File: config.mk
export PLATFORM = sky130hd
export DESIGN_NAME = cfc_channel_flow_control
export DESIGN_NICKNAME = d
export VERILOG_FILES = /design/src/core/cfc_pkg.sv /design/src/core/cfc_fifo.sv /design/src/core/cfc_prompt_timer.sv /design/src/core/cfc_channel_flow_control.sv
export SDC_FILE = /design/constraint.sdc
export NUM_CORES = 1
export LEC_CHECK = 0
export BUFFER_PORTS_ARGS = -buffer_cell sky130_fd_sc_hd__buf_2
export CORE_MARGIN = 2
export CORE_UTILIZATION = 59
export CTS_CLUSTER_SIZE = 30
export DETAILED_ROUTE_END_ITERATION = 10
export PLACE_DENSITY_LB_ADDON = 0.25
export SYNTH_ARGS = -nofsm -noshare
export SYNTH_HDL_FRONTEND = slang
export SYNTH_HIERARCHICAL = 1
export SYNTH_SLANG_ARGS = --single-unit
File: constraint.sdc
create_clock -name clock_i -period 3.2 [get_ports clock_i]
set_clock_uncertainty 0.05 [all_clocks]
set_input_delay 0.32 -clock clock_i [delete_from_list [all_inputs] [get_ports clock_i]]
set_output_delay 0.32 -clock clock_i [all_outputs]
set_load 0.02 [all_outputs]
File: src/core/cfc_pkg.sv
/*
  Shared constants, modes and carrier types for the per-channel flow
  control block. Assumes one 200 MHz clock and 8-bit channel characters.
*/
package cfc_pkg;

  // --------------------------------------------------------------------
  // Timing
  // --------------------------------------------------------------------
  localparam int CLK_PERIOD_NS      = 5;
  localparam int PROMPT_INTERVAL_US = 1000;
  localparam int PROMPT_CYCLES      =
    (PROMPT_INTERVAL_US * 1000) / CLK_PERIOD_NS;

  // --------------------------------------------------------------------
  // Characters and buffer levels
  // --------------------------------------------------------------------
  localparam int       CHAR_W       = 8;
  localparam logic [7:0] RESUME_CHAR = 8'h11;
  localparam logic [7:0] STOP_CHAR   = 8'h13;
  localparam int       FIFO_DEPTH   = 16;
  localparam int       STOP_LEVEL   = 12;
  localparam int       RESUME_LEVEL = 4;

  // --------------------------------------------------------------------
  // Channel types and flow control modes
  // --------------------------------------------------------------------
  typedef enum logic [1:0] {
    CFC_CHAN_ASYNC,
    CFC_CHAN_SWITCHED,
    CFC_CHAN_SYNC
  } cfc_chan_e;

  typedef enum logic [3:0] {
    CFC_FLOW_NONE,
    CFC_FLOW_DSR_DTR,
    CFC_FLOW_CTS_RTS,
    CFC_GO_HIGH_PEER_HIGH_MODE,
    CFC_GO_HIGH_PEER_LOW_MODE,
    CFC_GO_LOW_PEER_HIGH_MODE,
    CFC_GO_LOW_PEER_LOW_MODE,
    CFC_INBAND_BIDIRECTIONAL_MODE,
    CFC_INBAND_COMPUTER_END_MODE,
    CFC_INBAND_TERMINAL_END_MODE,
    CFC_PROMPTING_BIDIRECTIONAL_MODE,
    CFC_PROMPTING_COMPUTER_END_MODE,
    CFC_PROMPTING_TERMINAL_END_MODE
  } cfc_flow_e;

  // Channel configuration carried as one bundle
  typedef struct packed {
    cfc_chan_e chan_type;
    cfc_flow_e local_mode;
    cfc_flow_e remote_mode;
  } cfc_cfg_s;

  // Channel status bundle
  typedef struct packed {
    logic stopping;
    logic peer_paused;
    logic half_duplex;
  } cfc_status_s;

endpackage

File: src/core/cfc_fifo.sv
/*
  Synchronous FIFO with valid/ready on both sides and a fill level.
  Assumes both sides run on the same clock.
*/
`timescale 1ns/10ps
`default_nettype none
module cfc_fifo
  import cfc_pkg::*;
#(
  parameter int WIDTH = 8,
  parameter int DEPTH = 16
)
(
  // Clock and reset
  input  wire logic                       clock_i,
  input  wire logic                       reset_i,
  // Fill side
  input  wire logic                       in_valid_i,
  output logic                            in_ready_o,
  input  wire logic [WIDTH-1:0]           in_data_i,
  // Drain side
  output logic                            out_valid_o,
  input  wire logic                       out_ready_i,
  output logic [WIDTH-1:0]                out_data_o,
  // Fill level
  output logic [$clog2(DEPTH+1)-1:0]      level_o
);

  localparam int PW = (DEPTH > 1) ? $clog2(DEPTH) : 1;

  initial
  begin
    if (DEPTH < 2 || WIDTH < 1)
      $error("cfc_fifo: DEPTH must be at least 2");
  end

  logic [WIDTH-1:0] mem [DEPTH];
  logic [PW-1:0]    wr_ptr;
  logic [PW-1:0]    rd_ptr;
  logic             push;
  logic             pop;

  // Handshakes come straight from the fill level
  assign in_ready_o  = (level_o != DEPTH[$clog2(DEPTH+1)-1:0]);
  assign out_valid_o = (level_o != '0);
  assign push        = in_valid_i && in_ready_o;
  assign pop         = out_valid_o && out_ready_i;
  assign out_data_o  = mem[rd_ptr];

  // Storage write
  always_ff @(posedge clock_i)
  begin
    if (push)
      mem[wr_ptr] <= in_data_i;
  end

  // Pointers wrap at the depth
  always_ff @(posedge clock_i)
  begin
    if (reset_i)
    begin
      wr_ptr <= '0;
      rd_ptr <= '0;
    end
    else
    begin
      if (push)
        wr_ptr <= (wr_ptr == PW'(DEPTH - 1)) ? '0 : wr_ptr + 1'b1;
      if (pop)
        rd_ptr <= (rd_ptr == PW'(DEPTH - 1)) ? '0 : rd_ptr + 1'b1;
    end
  end

  // Fill level
  always_ff @(posedge clock_i)
  begin
    if (reset_i)
      level_o <= '0;
    else if (push && !pop)
      level_o <= level_o + 1'b1;
    else if (pop && !push)
      level_o <= level_o - 1'b1;
  end

endmodule
`default_nettype wire

File: src/core/cfc_prompt_timer.sv
/*
  Periodic tick for the prompting flow modes. Gives a one-cycle pulse
  every INTERVAL cycles while enabled; restarts when disabled.
*/
`timescale 1ns/10ps
`default_nettype none
module cfc_prompt_timer
  import cfc_pkg::*;
#(
  parameter int INTERVAL = PROMPT_CYCLES
)
(
  // Clock and reset
  input  wire logic clock_i,
  input  wire logic reset_i,
  // Control and tick
  input  wire logic enable_i,
  output logic      tick_o
);

  localparam int CW = $clog2(INTERVAL + 1);

  initial
  begin
    if (INTERVAL < 2)
      $error("cfc_prompt_timer: INTERVAL must be at least 2");
  end

  logic [CW-1:0] count;

  // Count down and reload
  always_ff @(posedge clock_i)
  begin
    if (reset_i || !enable_i)
    begin
      count  <= CW'(INTERVAL - 1);
      tick_o <= 1'b0;
    end
    else
    begin
      tick_o <= (count == '0);
      count  <= (count == '0) ? CW'(INTERVAL - 1) : count - 1'b1;
    end
  end

endmodule
`default_nettype wire

File: src/core/cfc_channel_flow_control.sv
/*
  Per-channel flow control: buffers characters from the attached device,
  tells it to stop and resume by modem lines or by in-band characters,
  and obeys its own stop/resume indications. Assumes a character UART on
  both sides on the same clock and modem-line pins from outside.
*/
`timescale 1ns/10ps
`default_nettype none
module cfc_channel_flow_control
  import cfc_pkg::*;
#(
  parameter int DEPTH           = FIFO_DEPTH,
  parameter int STOP_AT         = STOP_LEVEL,
  parameter int RESUME_AT       = RESUME_LEVEL,
  parameter int PROMPT_INTERVAL = PROMPT_CYCLES
)
(
  // Clock and reset
  input  wire logic              clock_i,
  input  wire logic              reset_i,
  // Configuration and status
  input  wire cfc_cfg_s          cfg_i,
  output cfc_flow_e              remote_mode_o,
  output cfc_status_s            status_o,
  output logic [$clog2(DEPTH+1)-1:0] level_o,
  // Characters received from the attached device
  input  wire logic              rx_valid_i,
  output logic                   rx_ready_o,
  input  wire logic [7:0]        rx_data_i,
  // Buffered characters toward the link
  output logic                   link_valid_o,
  input  wire logic              link_ready_i,
  output logic [7:0]             link_data_o,
  // Characters from the link toward the device
  input  wire logic              txs_valid_i,
  output logic                   txs_ready_o,
  input  wire logic [7:0]        txs_data_i,
  // Characters to the device transmitter
  output logic                   dev_valid_o,
  input  wire logic              dev_ready_i,
  output logic [7:0]             dev_data_o,
  // Modem-control pins
  input  wire logic              dtr_i,
  input  wire logic              rts_i,
  input  wire logic              reverse_carrier_input_i,
  output logic                   dsr_o,
  output logic                   cts_o
);

  localparam int LW = $clog2(DEPTH + 1);

  initial
  begin
    if (!(RESUME_AT < STOP_AT && STOP_AT < DEPTH && RESUME_AT >= 0))
      $error("cfc: need RESUME_AT < STOP_AT < DEPTH");
  end

  // --------------------------------------------------------------------
  // Mode decoding
  // --------------------------------------------------------------------
  // Mode checked against channel type; unsupported mode acts as none
  function automatic cfc_flow_e eff_mode(cfc_chan_e t, cfc_flow_e m);
    eff_mode = m;
    if (t == CFC_CHAN_SYNC)
    begin
      if (m != CFC_FLOW_CTS_RTS)
        eff_mode = CFC_FLOW_NONE;
    end
    else if (m == CFC_FLOW_CTS_RTS)
      eff_mode = CFC_FLOW_NONE;
  endfunction

  function automatic logic is_polar(cfc_flow_e m);
    is_polar = (m >= CFC_GO_HIGH_PEER_HIGH_MODE) &&
               (m <= CFC_GO_LOW_PEER_LOW_MODE);
  endfunction

  function automatic logic is_prompt(cfc_flow_e m);
    is_prompt = (m >= CFC_PROMPTING_BIDIRECTIONAL_MODE);
  endfunction

  // Sends stop/resume characters of its own
  function automatic logic sends_chars(cfc_flow_e m);
    sends_chars = (m == CFC_INBAND_BIDIRECTIONAL_MODE) ||
                  (m == CFC_INBAND_COMPUTER_END_MODE) ||
                  (m == CFC_PROMPTING_BIDIRECTIONAL_MODE) ||
                  (m == CFC_PROMPTING_COMPUTER_END_MODE);
  endfunction

  // Obeys received stop/resume characters
  function automatic logic obeys_chars(cfc_flow_e m);
    obeys_chars = (m == CFC_INBAND_BIDIRECTIONAL_MODE) ||
                  (m == CFC_INBAND_TERMINAL_END_MODE) ||
                  (m == CFC_PROMPTING_BIDIRECTIONAL_MODE) ||
                  (m == CFC_PROMPTING_TERMINAL_END_MODE);
  endfunction

  cfc_chan_e chan;
  cfc_flow_e mode;
  logic      send_m;
  logic      obey_m;

  // Settings held in flops; local and remote kept apart
  always_ff @(posedge clock_i)
  begin
    if (reset_i)
    begin
      chan          <= CFC_CHAN_ASYNC;
      mode          <= CFC_FLOW_NONE;
      remote_mode_o <= CFC_FLOW_NONE;
    end
    else
    begin
      chan          <= cfg_i.chan_type;
      mode          <= eff_mode(cfg_i.chan_type, cfg_i.local_mode);
      remote_mode_o <= cfg_i.remote_mode;
    end
  end

  assign send_m = sends_chars(mode);
  assign obey_m = obeys_chars(mode);

  // --------------------------------------------------------------------
  // Pin synchronisers
  // --------------------------------------------------------------------
  logic [2:0] pin_meta;
  logic [2:0] pin_sync;

  always_ff @(posedge clock_i)
  begin
    if (reset_i)
    begin
      pin_meta <= 3'h0;
      pin_sync <= 3'h0;
    end
    else
    begin
      pin_meta <= {reverse_carrier_input_i, rts_i, dtr_i};
      pin_sync <= pin_meta;
    end
  end

  // --------------------------------------------------------------------
  // Receive path and buffer
  // --------------------------------------------------------------------
  logic rx_is_stop;
  logic rx_is_resume;
  logic rx_consume;
  logic fifo_in_valid;
  logic fifo_in_ready;

  // Flow characters are taken out of the stream only when obeyed
  assign rx_is_stop    = rx_valid_i && (rx_data_i == STOP_CHAR);
  assign rx_is_resume  = rx_valid_i && (rx_data_i == RESUME_CHAR);
  assign rx_consume    = obey_m && (rx_is_stop || rx_is_resume);
  assign fifo_in_valid = rx_valid_i && !rx_consume;
  assign rx_ready_o    = rx_consume || fifo_in_ready;

  cfc_fifo #(
    .WIDTH (CHAR_W),
    .DEPTH (DEPTH)
  ) u_rx_fifo (
    .clock_i     (clock_i),
    .reset_i     (reset_i),
    .in_valid_i  (fifo_in_valid),
    .in_ready_o  (fifo_in_ready),
    .in_data_i   (rx_data_i),
    .out_valid_o (link_valid_o),
    .out_ready_i (link_ready_i),
    .out_data_o  (link_data_o),
    .level_o     (level_o)
  );

  // --------------------------------------------------------------------
  // Stop state with hysteresis
  // --------------------------------------------------------------------
  logic stopping;
  logic stop_rise;
  logic stop_fall;
  logic next_stopping;

  always_comb
  begin
    next_stopping = stopping;
    if (level_o >= LW'(STOP_AT))
      next_stopping = 1'b1;
    else if (level_o <= LW'(RESUME_AT))
      next_stopping = 1'b0;
  end

  always_ff @(posedge clock_i)
  begin
    if (reset_i)
      stopping <= 1'b0;
    else
      stopping <= next_stopping;
  end

  assign stop_rise = next_stopping && !stopping;
  assign stop_fall = !next_stopping && stopping;

  // --------------------------------------------------------------------
  // Peer pause from received characters
  // --------------------------------------------------------------------
  logic peer_paused;

  always_ff @(posedge clock_i)
  begin
    if (reset_i || !obey_m)
      peer_paused <= 1'b0;
    else if (rx_consume && rx_is_stop)
      peer_paused <= 1'b1;
    else if (rx_consume && rx_is_resume)
      peer_paused <= 1'b0;
  end

  // --------------------------------------------------------------------
  // Modem-line outputs and duplex
  // --------------------------------------------------------------------
  logic go_high;
  logic peer_high;

  assign go_high   = (mode == CFC_GO_HIGH_PEER_HIGH_MODE) ||
                     (mode == CFC_GO_HIGH_PEER_LOW_MODE);
  assign peer_high = (mode == CFC_GO_HIGH_PEER_HIGH_MODE) ||
                     (mode == CFC_GO_LOW_PEER_HIGH_MODE);

  // Lines default asserted when not used for flow control
  always_ff @(posedge clock_i)
  begin
    if (reset_i)
    begin
      dsr_o    <= 1'b1;
      cts_o    <= 1'b1;
      status_o <= '0;
    end
    else
    begin
      dsr_o <= (mode == CFC_FLOW_DSR_DTR) ? !stopping : 1'b1;
      if (mode == CFC_FLOW_CTS_RTS)
        cts_o <= !stopping;
      else if (is_polar(mode))
        cts_o <= go_high ? !stopping : stopping;
      else
        cts_o <= 1'b1;
      status_o.stopping    <= stopping;
      status_o.peer_paused <= peer_paused;
      status_o.half_duplex <= (chan == CFC_CHAN_SYNC) &&
                              (mode == CFC_FLOW_CTS_RTS);
    end
  end

  // --------------------------------------------------------------------
  // Transmit permission
  // --------------------------------------------------------------------
  logic tx_allow;

  always_comb
  begin
    case (mode)
      CFC_FLOW_DSR_DTR:
        tx_allow = pin_sync[0];
      CFC_FLOW_CTS_RTS:
        tx_allow = pin_sync[1];
      CFC_GO_HIGH_PEER_HIGH_MODE, CFC_GO_HIGH_PEER_LOW_MODE,
      CFC_GO_LOW_PEER_HIGH_MODE, CFC_GO_LOW_PEER_LOW_MODE:
        tx_allow = (pin_sync[2] == peer_high);
      default:
        tx_allow = !peer_paused;
    endcase
  end

  // --------------------------------------------------------------------
  // Flow character requests
  // --------------------------------------------------------------------
  logic prompt_tick;
  logic pend_stop;
  logic pend_resume;
  logic tx_load;
  logic sent_stop;
  logic sent_resume;
  logic data_after_stop;

  cfc_prompt_timer #(
    .INTERVAL (PROMPT_INTERVAL)
  ) u_prompt (
    .clock_i  (clock_i),
    .reset_i  (reset_i),
    .enable_i (is_prompt(mode) && send_m),
    .tick_o   (prompt_tick)
  );

  assign tx_load     = !dev_valid_o || dev_ready_i;
  assign sent_stop   = tx_load && pend_stop;
  assign sent_resume = tx_load && !pend_stop && pend_resume;
  assign data_after_stop = stopping && fifo_in_valid && fifo_in_ready;

  // New requests win over the send that would clear them
  always_ff @(posedge clock_i)
  begin
    if (reset_i || !send_m)
    begin
      pend_stop   <= 1'b0;
      pend_resume <= 1'b0;
    end
    else
    begin
      if (stop_rise ||
          (is_prompt(mode) && data_after_stop))
        pend_stop <= 1'b1;
      else if (sent_stop || stop_fall)
        pend_stop <= 1'b0;
      if (stop_fall ||
          (is_prompt(mode) && prompt_tick && !stopping))
        pend_resume <= 1'b1;
      else if (sent_resume || stop_rise)
        pend_resume <= 1'b0;
    end
  end

  // --------------------------------------------------------------------
  // Transmit output stage
  // --------------------------------------------------------------------
  logic tx_is_flow;

  assign txs_ready_o = tx_load && !pend_stop && !pend_resume && tx_allow;

  // Flow characters go first and are not held by the peer's pause
  always_ff @(posedge clock_i)
  begin
    if (reset_i)
    begin
      dev_valid_o <= 1'b0;
      dev_data_o  <= 8'h00;
      tx_is_flow  <= 1'b0;
    end
    else if (tx_load)
    begin
      dev_valid_o <= pend_stop || pend_resume || (txs_valid_i && tx_allow);
      tx_is_flow  <= pend_stop || pend_resume;
      if (pend_stop)
        dev_data_o <= STOP_CHAR;
      else if (pend_resume)
        dev_data_o <= RESUME_CHAR;
      else
        dev_data_o <= txs_data_i;
    end
  end
endmodule
`default_nettype wire

# ---- Word-level counts from Yosys, hierarchy flattened
# Memories as Yosys holds them, arrays and structs flattened. A register that Yosys moved wholly into a read port is not among the register bits.
# Cells that the tools add are included.
dict set report op_classes {
  n_bitwise 1
  n_mux 25
  reduce_logical 67
  eq_ne 22
  magnitude_cmp 5
  addsub 5
}
# operator n
set ops {}
lappend ops {{$eq 4x4->1 const B} 7}
lappend ops {{$mux 4} 7}
lappend ops {{$logic_and 1x1->1} 26}
lappend ops {{$logic_or 1x1->1} 20}
lappend ops {{$logic_not 18->1} 1}
lappend ops {{$sub 18x1->18 const B} 1}
lappend ops {{$eq 4x3->1 const B} 4}
lappend ops {{$eq 8x5->1 const B} 2}
lappend ops {{$mux 8} 2}
lappend ops {{$mux 1} 13}
lappend ops {{$eq 4x2->1 const B} 3}
lappend ops {{$logic_not 1->1} 12}
lappend ops {{$mux 5} 2}
lappend ops {{$add 4x1->4 const B} 2}
lappend ops {{$reduce_bool 2->1} 4}
lappend ops {{$add 5x1->5 const B} 1}
lappend ops {{$ge 5x4->1 const B} 1}
lappend ops {{$le 5x3->1 const B} 1}
lappend ops {{$ne 5x5->1 const B} 1}
lappend ops {{$reduce_bool 5->1} 1}
lappend ops {{$sub 5x1->5 const B} 1}
lappend ops {{$eq 2x2->1 const B} 2}
lappend ops {{$eq 4x1->1 const B} 1}
lappend ops {{$ge 4x2->1 const B} 1}
lappend ops {{8 further kinds} 9}
dict set report word_totals {
  ram_bits 128
  out_inout_bits 34
  ff_bits 66
  n_memories 1
  inputBits 35
  elab_cells 147
}
# name words word_bits read_ports rd_clocked_by_memory_dff wr line
set mem_list {}
lappend mem_list {u_rx_fifo.mem 16 8 1 1 1 cfc_fifo.sv:37} ;# logic [WIDTH-1:0] mem [DEPTH];

# ---- Depth between registers and ports, before layout
dict set report depth {
  depth_word 12
  ltp_mapped 14
  depth_no_buf 13
}

# ---- Modules after synthesis
# Netlist, hierarchy kept.
# module seq_area_each_um2 area_per_inst_um2 n_inst cells_per_inst
set modules_own_cells {}
lappend modules_own_cells {cfc_fifo 4184.0 5771.8 1 311}
lappend modules_own_cells {cfc_channel_flow_control 680.7 1357.6 1 146}
lappend modules_own_cells {cfc_prompt_timer 380.4 878.3 1 89}

# ---- Worst setup path before layout
# No wires, ideal clock.
dict set report synth_path {
  path_type {flip-flop to flip-flop}
  start {register mode[0]}
  end {register u_rx_fifo.level_o[4]}
  n_path_buf 1
  setup_slack_ns 0.262
  path_stages_with_launch 15
  t_arrival_ns 2.767
  cell_sequence {dfxtp_1 buf_2 xor2_1 a311oi_2 nor2_1 nor2b_1 o21ai_4 inv_4 ha_1 inv_1 fa_1 nand3_1 a211oi_1 a31oi_1 mux2_2}
}
dict set report synth_between {
  elab_chain_cells 11
  word_cells_on_any_way 16
}
# element line
set synth_lines {}
lappend synth_lines {{start: declaration} cfc_channel_flow_control.sv:99} ;# cfc_flow_e mode;
lappend synth_lines {{start signal: assignment} cfc_channel_flow_control.sv:115} ;# mode <= eff_mode(cfg_i.chan_type, cfg_i.local_mode);
lappend synth_lines {{$eq 4x3->1 or $eq 4x4->1 (tied branches)} {cfc_channel_flow_control.sv:92, cfc_channel_flow_control.sv:93}}
lappend synth_lines {{$logic_or 1x1->1} cfc_channel_flow_control.sv:92} ;# obeys_chars = (m == CFC_INBAND_BIDIRECTIONAL_MODE) ||
lappend synth_lines {{$logic_or 1x1->1} cfc_channel_flow_control.sv:93} ;# (m == CFC_INBAND_TERMINAL_END_MODE) ||
lappend synth_lines {{$logic_or 1x1->1 *} cfc_channel_flow_control.sv:94} ;# (m == CFC_PROMPTING_BIDIRECTIONAL_MODE) ||
lappend synth_lines {{$logic_and 1x1->1 *} cfc_channel_flow_control.sv:155} ;# assign rx_consume = obey_m && (rx_is_stop || rx_is_resume);
lappend synth_lines {{$logic_not 1->1 *} cfc_channel_flow_control.sv:156} ;# assign fifo_in_valid = rx_valid_i && !rx_consume;
lappend synth_lines {{$logic_and 1x1->1 *} cfc_channel_flow_control.sv:156}
lappend synth_lines {{via fifo_in_valid} cfc_channel_flow_control.sv:149} ;# logic fifo_in_valid;
lappend synth_lines {{$logic_and 1x1->1 *} cfc_fifo.sv:46} ;# assign push = in_valid_i && in_ready_o;
lappend synth_lines {{via u_rx_fifo.push} cfc_fifo.sv:40} ;# logic push;
lappend synth_lines {{$logic_not 1->1} cfc_fifo.sv:81} ;# else if (pop && !push)
lappend synth_lines {{$logic_and 1x1->1} cfc_fifo.sv:81}
lappend synth_lines {{$reduce_bool 2->1 (no line)} -}
lappend synth_lines {{end signal: assignment} cfc_fifo.sv:80} ;# level_o <= level_o + 1'b1;
lappend synth_lines {{end signal: assignment} cfc_fifo.sv:82} ;# level_o <= level_o - 1'b1;
lappend synth_lines {{end: declaration} cfc_fifo.sv:26} ;# output logic [$clog2(DEPTH+1)-1:0] level_o
# The timed path passes the listed nets; every way through them passes the cells marked *.
# A chain may end at the register's enable or synchronous reset.

# ---- Final worst setup path
dict set report layout_path {
  start {register mode[2]}
  end {register u_rx_fifo.level_o[4]}
}
# The elaborated chain is that of the path after synthesis.

==> run_results.csv <==
group,metric,value,unit
status,outcome,"finished clean",
pwr,intPower,4.70,mW
floorplanning,number_of_i_o_pins,69,
worst_setup_path,arrival,3270,ps
clocking,clock_sink_count,198,
worst_setup_path,worstPathCellList,"and4b_1 -> a311oi_2 -> nor2_1 -> nor2b_2 -> o21ai_4 -> inv_4 -> ha_1 -> inv_1 -> ha_1 -> a21oi_1 -> a211oi_1 -> a31oi_1 -> mux2_2",
pwr,pwr-share-comb,19.4,%
sta,finalCritPeriodShare,93.7,%
global_routing,antenna_found_initial,0,
worst_setup_path,r2r.worst_path.cells,13,
pwr,irDropWorstVdd,0.524,mV
floorplanning,dieWidth,121,um
clocking,cts.hold.buffers_added,0,
worst_setup_path,crit_family,"compound AO/OA/AOI/OAI gates",
floorplanning,dieHeight,121,um
yosys,synth-seq-cells,198,
sta,finalWorstPathRequiredPeriod,3000,ps
yosys,ys_async_sr_fraction,0,%
pwr,power.share.clock,34.4,%
yosys,synth-edff-count,128,
route,routed_wire_length_per_instance,20.5,um
global_routing,grt_pass1_wl,26.0,mm
layout,syn2layout_area_growth,15.5,%
clocking,clockBufferDepth,2,
pwr,netSwitchingPower,1.68,mW
pwr,seq_power_share,46.2,%
yosys,synth_ff_type,"edfxtp_1",
worst_setup_path,critical-path-max-stage-delay,380,ps
sta,unrepaired_setup_endpoints_after_global_routing,"false",
layout,final_layout_size_suffix_gt1_share,26.9,%
yosys,combinational_family_with_the_most_area_after_synthesis,"simple AND/OR/NAND/NOR gates",
global_routing,groute.usage.overall,24.4,%
clocking,cts_root_buffer,"clkbuf_16",
sta,timing_worst_slew_pin_value,869,ps
yosys,post_synth_design_cell_area,8010,um^2
floorplanning,floorplan.initialDensity,60.5,%
global_routing,grt_pass1_vias,4907,
clocking,clk-insertion-delay-late,430,ps
route,vias,4830,
placed_design,portBuffers,68,
sta,final-max-slew-violation-count,0,
route,wl,16.8,mm
pwr,power_density_relative_to_cell_area,690,nW/um^2
worst_setup_path,setup_cp_type,"flip-flop to flip-flop",
floorplanning,coreArea,13200,um^2
sta,clock.fmax,0.334,GHz
route,drt-initial-drc-count,478,
worst_setup_path,worstPathBufferInverterCount,2,
floorplanning,design.die.area,14500,um^2
worst_setup_path,reg2reg_to,"u_rx_fifo/level_o[4]$_SDFFE_PP0P_",
worst_setup_path,cp-startpoint,"mode[2]$_SDFF_PP0_",
yosys,synthesis.area_per_instance,14.7,um^2
worst_setup_path,critPathCapture,"u_rx_fifo/level_o[4]$_SDFFE_PP0P_",
worst_hold_path,worstHoldPathType,"primary input to flip-flop",
worst_setup_path,crit_fanout,13,
floorplanning,core.rowCount,42,
clocking,clock_tree_from_tritoncts,"done",
sta,final-hold-violation-count,0,
route,viasPerCell,5.90,
yosys,yosys-mux-area-fraction,9.52,%
worst_setup_path,crit_path_end_kind,"flip-flop",
layout,num_antenna_cells,0,
worst_hold_path,hold_path_startpoint,"cfg_i[3]",
sta,finalSetupViolCount,0,
sta,fin_ws,202,ps
sta,timing.max_slew.rel_slack,41.8,%
placed_design,place.gp.congestion,0.771,
yosys,synth.net_count,592,
route,route.detailed.drc,0,
clocking,clk_pin_slew,70,ps
global_routing,gr-total-overflow,0,
placed_design,place.detailed.hpwl,10.8,mm
route,ant_nets,0,
yosys,synth_simple_gate_area_share,13.1,%
layout,number_of_nets_in_the_layout,677,
pwr,power_switching_share,26.4,%
placed_design,post-place-ws,-27.5,ps
yosys,synth_cells,546,
worst_setup_path,worstSetupPathDepth,13,
worst_setup_path,rrSetupSlack,200,ps
worst_setup_path,worst_path_max_delay_cell,"dfxtp_4",
yosys,yosysUniqueCellTypes,65,
worst_setup_path,r2r-start,"mode[2]$_SDFF_PP0_",
sta,whs,46.1,ps
clocking,htree_levels,4,
global_routing,grt_start_max_net_pins,48,
worst_setup_path,dominant_cell_type_by_count_on_the_critical_path,"ha_1",
yosys,synthesis.yosys.warnings,6,
worst_setup_path,critical_path_required,3470,ps
route,drt_first_pass_iters,4,
worst_setup_path,setup.worst_path.start_class,"flip-flop",
yosys,post_synth_xor_area_fraction,1.86,%
flow_run,drv_cap,0,
yosys,synth_compound_gate_area_share,6.31,%
layout,finish.utilization,69.9,%
yosys,ys_seq_area_share,65.5,%
yosys,post_synth_fa_ha_maj_area_fraction,1.81,%
pwr,power.leakage,3.29,nW
clocking,cts_made_buffers,17,
metal layers:
metal | up-vias | GRT usage (%) | part of all wire, %
li1 | 2253 | - | -
met1 | 2398 | 32.4 | 42
met2 | 161 | 40.6 | 51
met3 | 18 | 5.05 | 5.6
met4 | 0 | 7.92 | 1.7
met5 | - | 0 | 0
metrics by stage:
stage | std cells | power [mW] | instance area (um^2) | setup TNS, ps
CTS | 815 | 6.40 | 9210 | 0
finish | 819 | 6.38 | 9250 | 0
global placement | 784 | 4.18 | 8600 | 0
global route | 819 | 6.63 | 9250 | 0
detailed placement | 784 | 4.22 | 8600 | -40.5
floorplan | 546 | 3.85 | 8010 | 0
worst min-delay path by stage:
stage	end	slack, ps	cells past startpoint
after floorplan	status_o[0]$_SDFF_PP0_	320	1
after global placement	status_o[0]$_SDFF_PP0_	340	1
after detailed placement	status_o[0]$_SDFF_PP0_	330	1
after CTS	remote_mode_o[3]$_SDFF_PP0_	30	2
after global routing	remote_mode_o[0]$_SDFF_PP0_	40	2
final	remote_mode_o[3]$_SDFF_PP0_	50	2
kinds of logic after synthesis:
| family | count (synthesis) |
|---|---|
| buffers and inverters | 34 |
| multiplexers | 36 |
| AO/OA/AOI/OAI | 72 |
| AND/OR/NAND/NOR | 178 |
| adder cells (fa/ha/maj) | 11 |
| flip-flops | 198 |
| XOR/XNOR | 17 |
sequential cells by signal, summed over array words and instances (netlist names), 2 cells and up, named ones only:
register           flops
chan                   2
dev_data_o             8
mode                   4
pin_meta               3
pin_sync               3
remote_mode_o          4
status_o               3
u_prompt/count        18
u_rx_fifo/level_o      5
u_rx_fifo/mem        128
u_rx_fifo/rd_ptr       4
u_rx_fifo/wr_ptr       4
cell usage in the layout (no fill, tap or decap), types with 3 or more instances in the layout:
cell type  instances
nor4_1             6
nand4_1            3
or4_4              3
nor3_1            12
mux2i_1            3
bufinv_16          4
nand2b_1           6
xnor2_1            8
o21ai_0            8
or3_1              4
nor2b_1           23
a21oi_1           17
nor2_1            40
edfxtp_1         128
inv_1              9
o31ai_1            3
nor4b_1            6
buf_2             68
and2_1            18
ha_1              10
a31oi_1            4
clkbuf_16         17
a22oi_1           21
nand2_1           27
buf_4             20
mux4_2            32
nand3_1            8
xor2_1             9
dfxtp_1           67
clkinv_4           3
cell usage after synthesis, drive strengths merged (2+ instances only):
| library cell | count | area [um^2] |
|---|---|---|
| edfxtp | 128 | 3840 |
| dfxtp | 70 | 1400 |
| nor2 | 40 | 150 |
| mux4 | 32 | 721 |
| nand2 | 27 | 101 |
| nor2b | 24 | 150 |
| a22oi | 21 | 158 |
| a21oi | 18 | 93.8 |
| and2 | 18 | 113 |
| buf | 12 | 68.8 |
| nor3 | 12 | 60.1 |
| clkbuf | 11 | 41.3 |
| inv | 11 | 43.8 |
| o21ai | 11 | 73.8 |
| ha | 10 | 125 |
| nor4 | 9 | 83.8 |
| xor2 | 9 | 78.8 |
| nand3 | 8 | 40.0 |
| nor4b | 8 | 91.3 |
| xnor2 | 8 | 70.1 |
| nand2b | 6 | 37.5 |
| a31oi | 4 | 25.0 |
| or3 | 4 | 25.0 |
| and3 | 3 | 23.8 |
| mux2i | 3 | 30.0 |
| nand4 | 3 | 18.8 |
| o31ai | 3 | 22.5 |
| or4 | 3 | 30.0 |
| a211oi | 2 | 15.0 |
| and4b | 2 | 20.0 |
| nand3b | 2 | 15.0 |
| nand4b | 2 | 23.8 |
| nor3b | 2 | 15.0 |
| nor4bb | 2 | 20.0 |
| o211ai | 2 | 15.0 |
area by class of cell:
class | instances | area, um^2
fillers | 897 | 3990
multi-input cells | 314 | 2620
flip-flops and latches | 198 | 5250
repair buffers | 89 | 510
inverters | 11 | 43.8
clock buffers | 18 | 429
clock inverters | 13 | 180
well taps | 176 | 220
repair_timing:
item	CTS	global route
resized for setup	1	4
hold endpoints to repair	0	0
endpoints found under the setup margin	2	2
buffers inserted	0	4
pin swaps	0	2
power by group through the flow:
stage          clock, mW  combinational (mW)  sequential [mW]
6_report            2.19                1.24             2.95
5_1_grt             2.32                1.34             2.97
4_1_cts             2.22                1.23             2.95
3_5_place_dp           0                1.22             3.00
3_3_place_gp           0                1.18             2.99
2_1_floorplan          0               0.861             2.99
(Power assumes the default switching activity.)
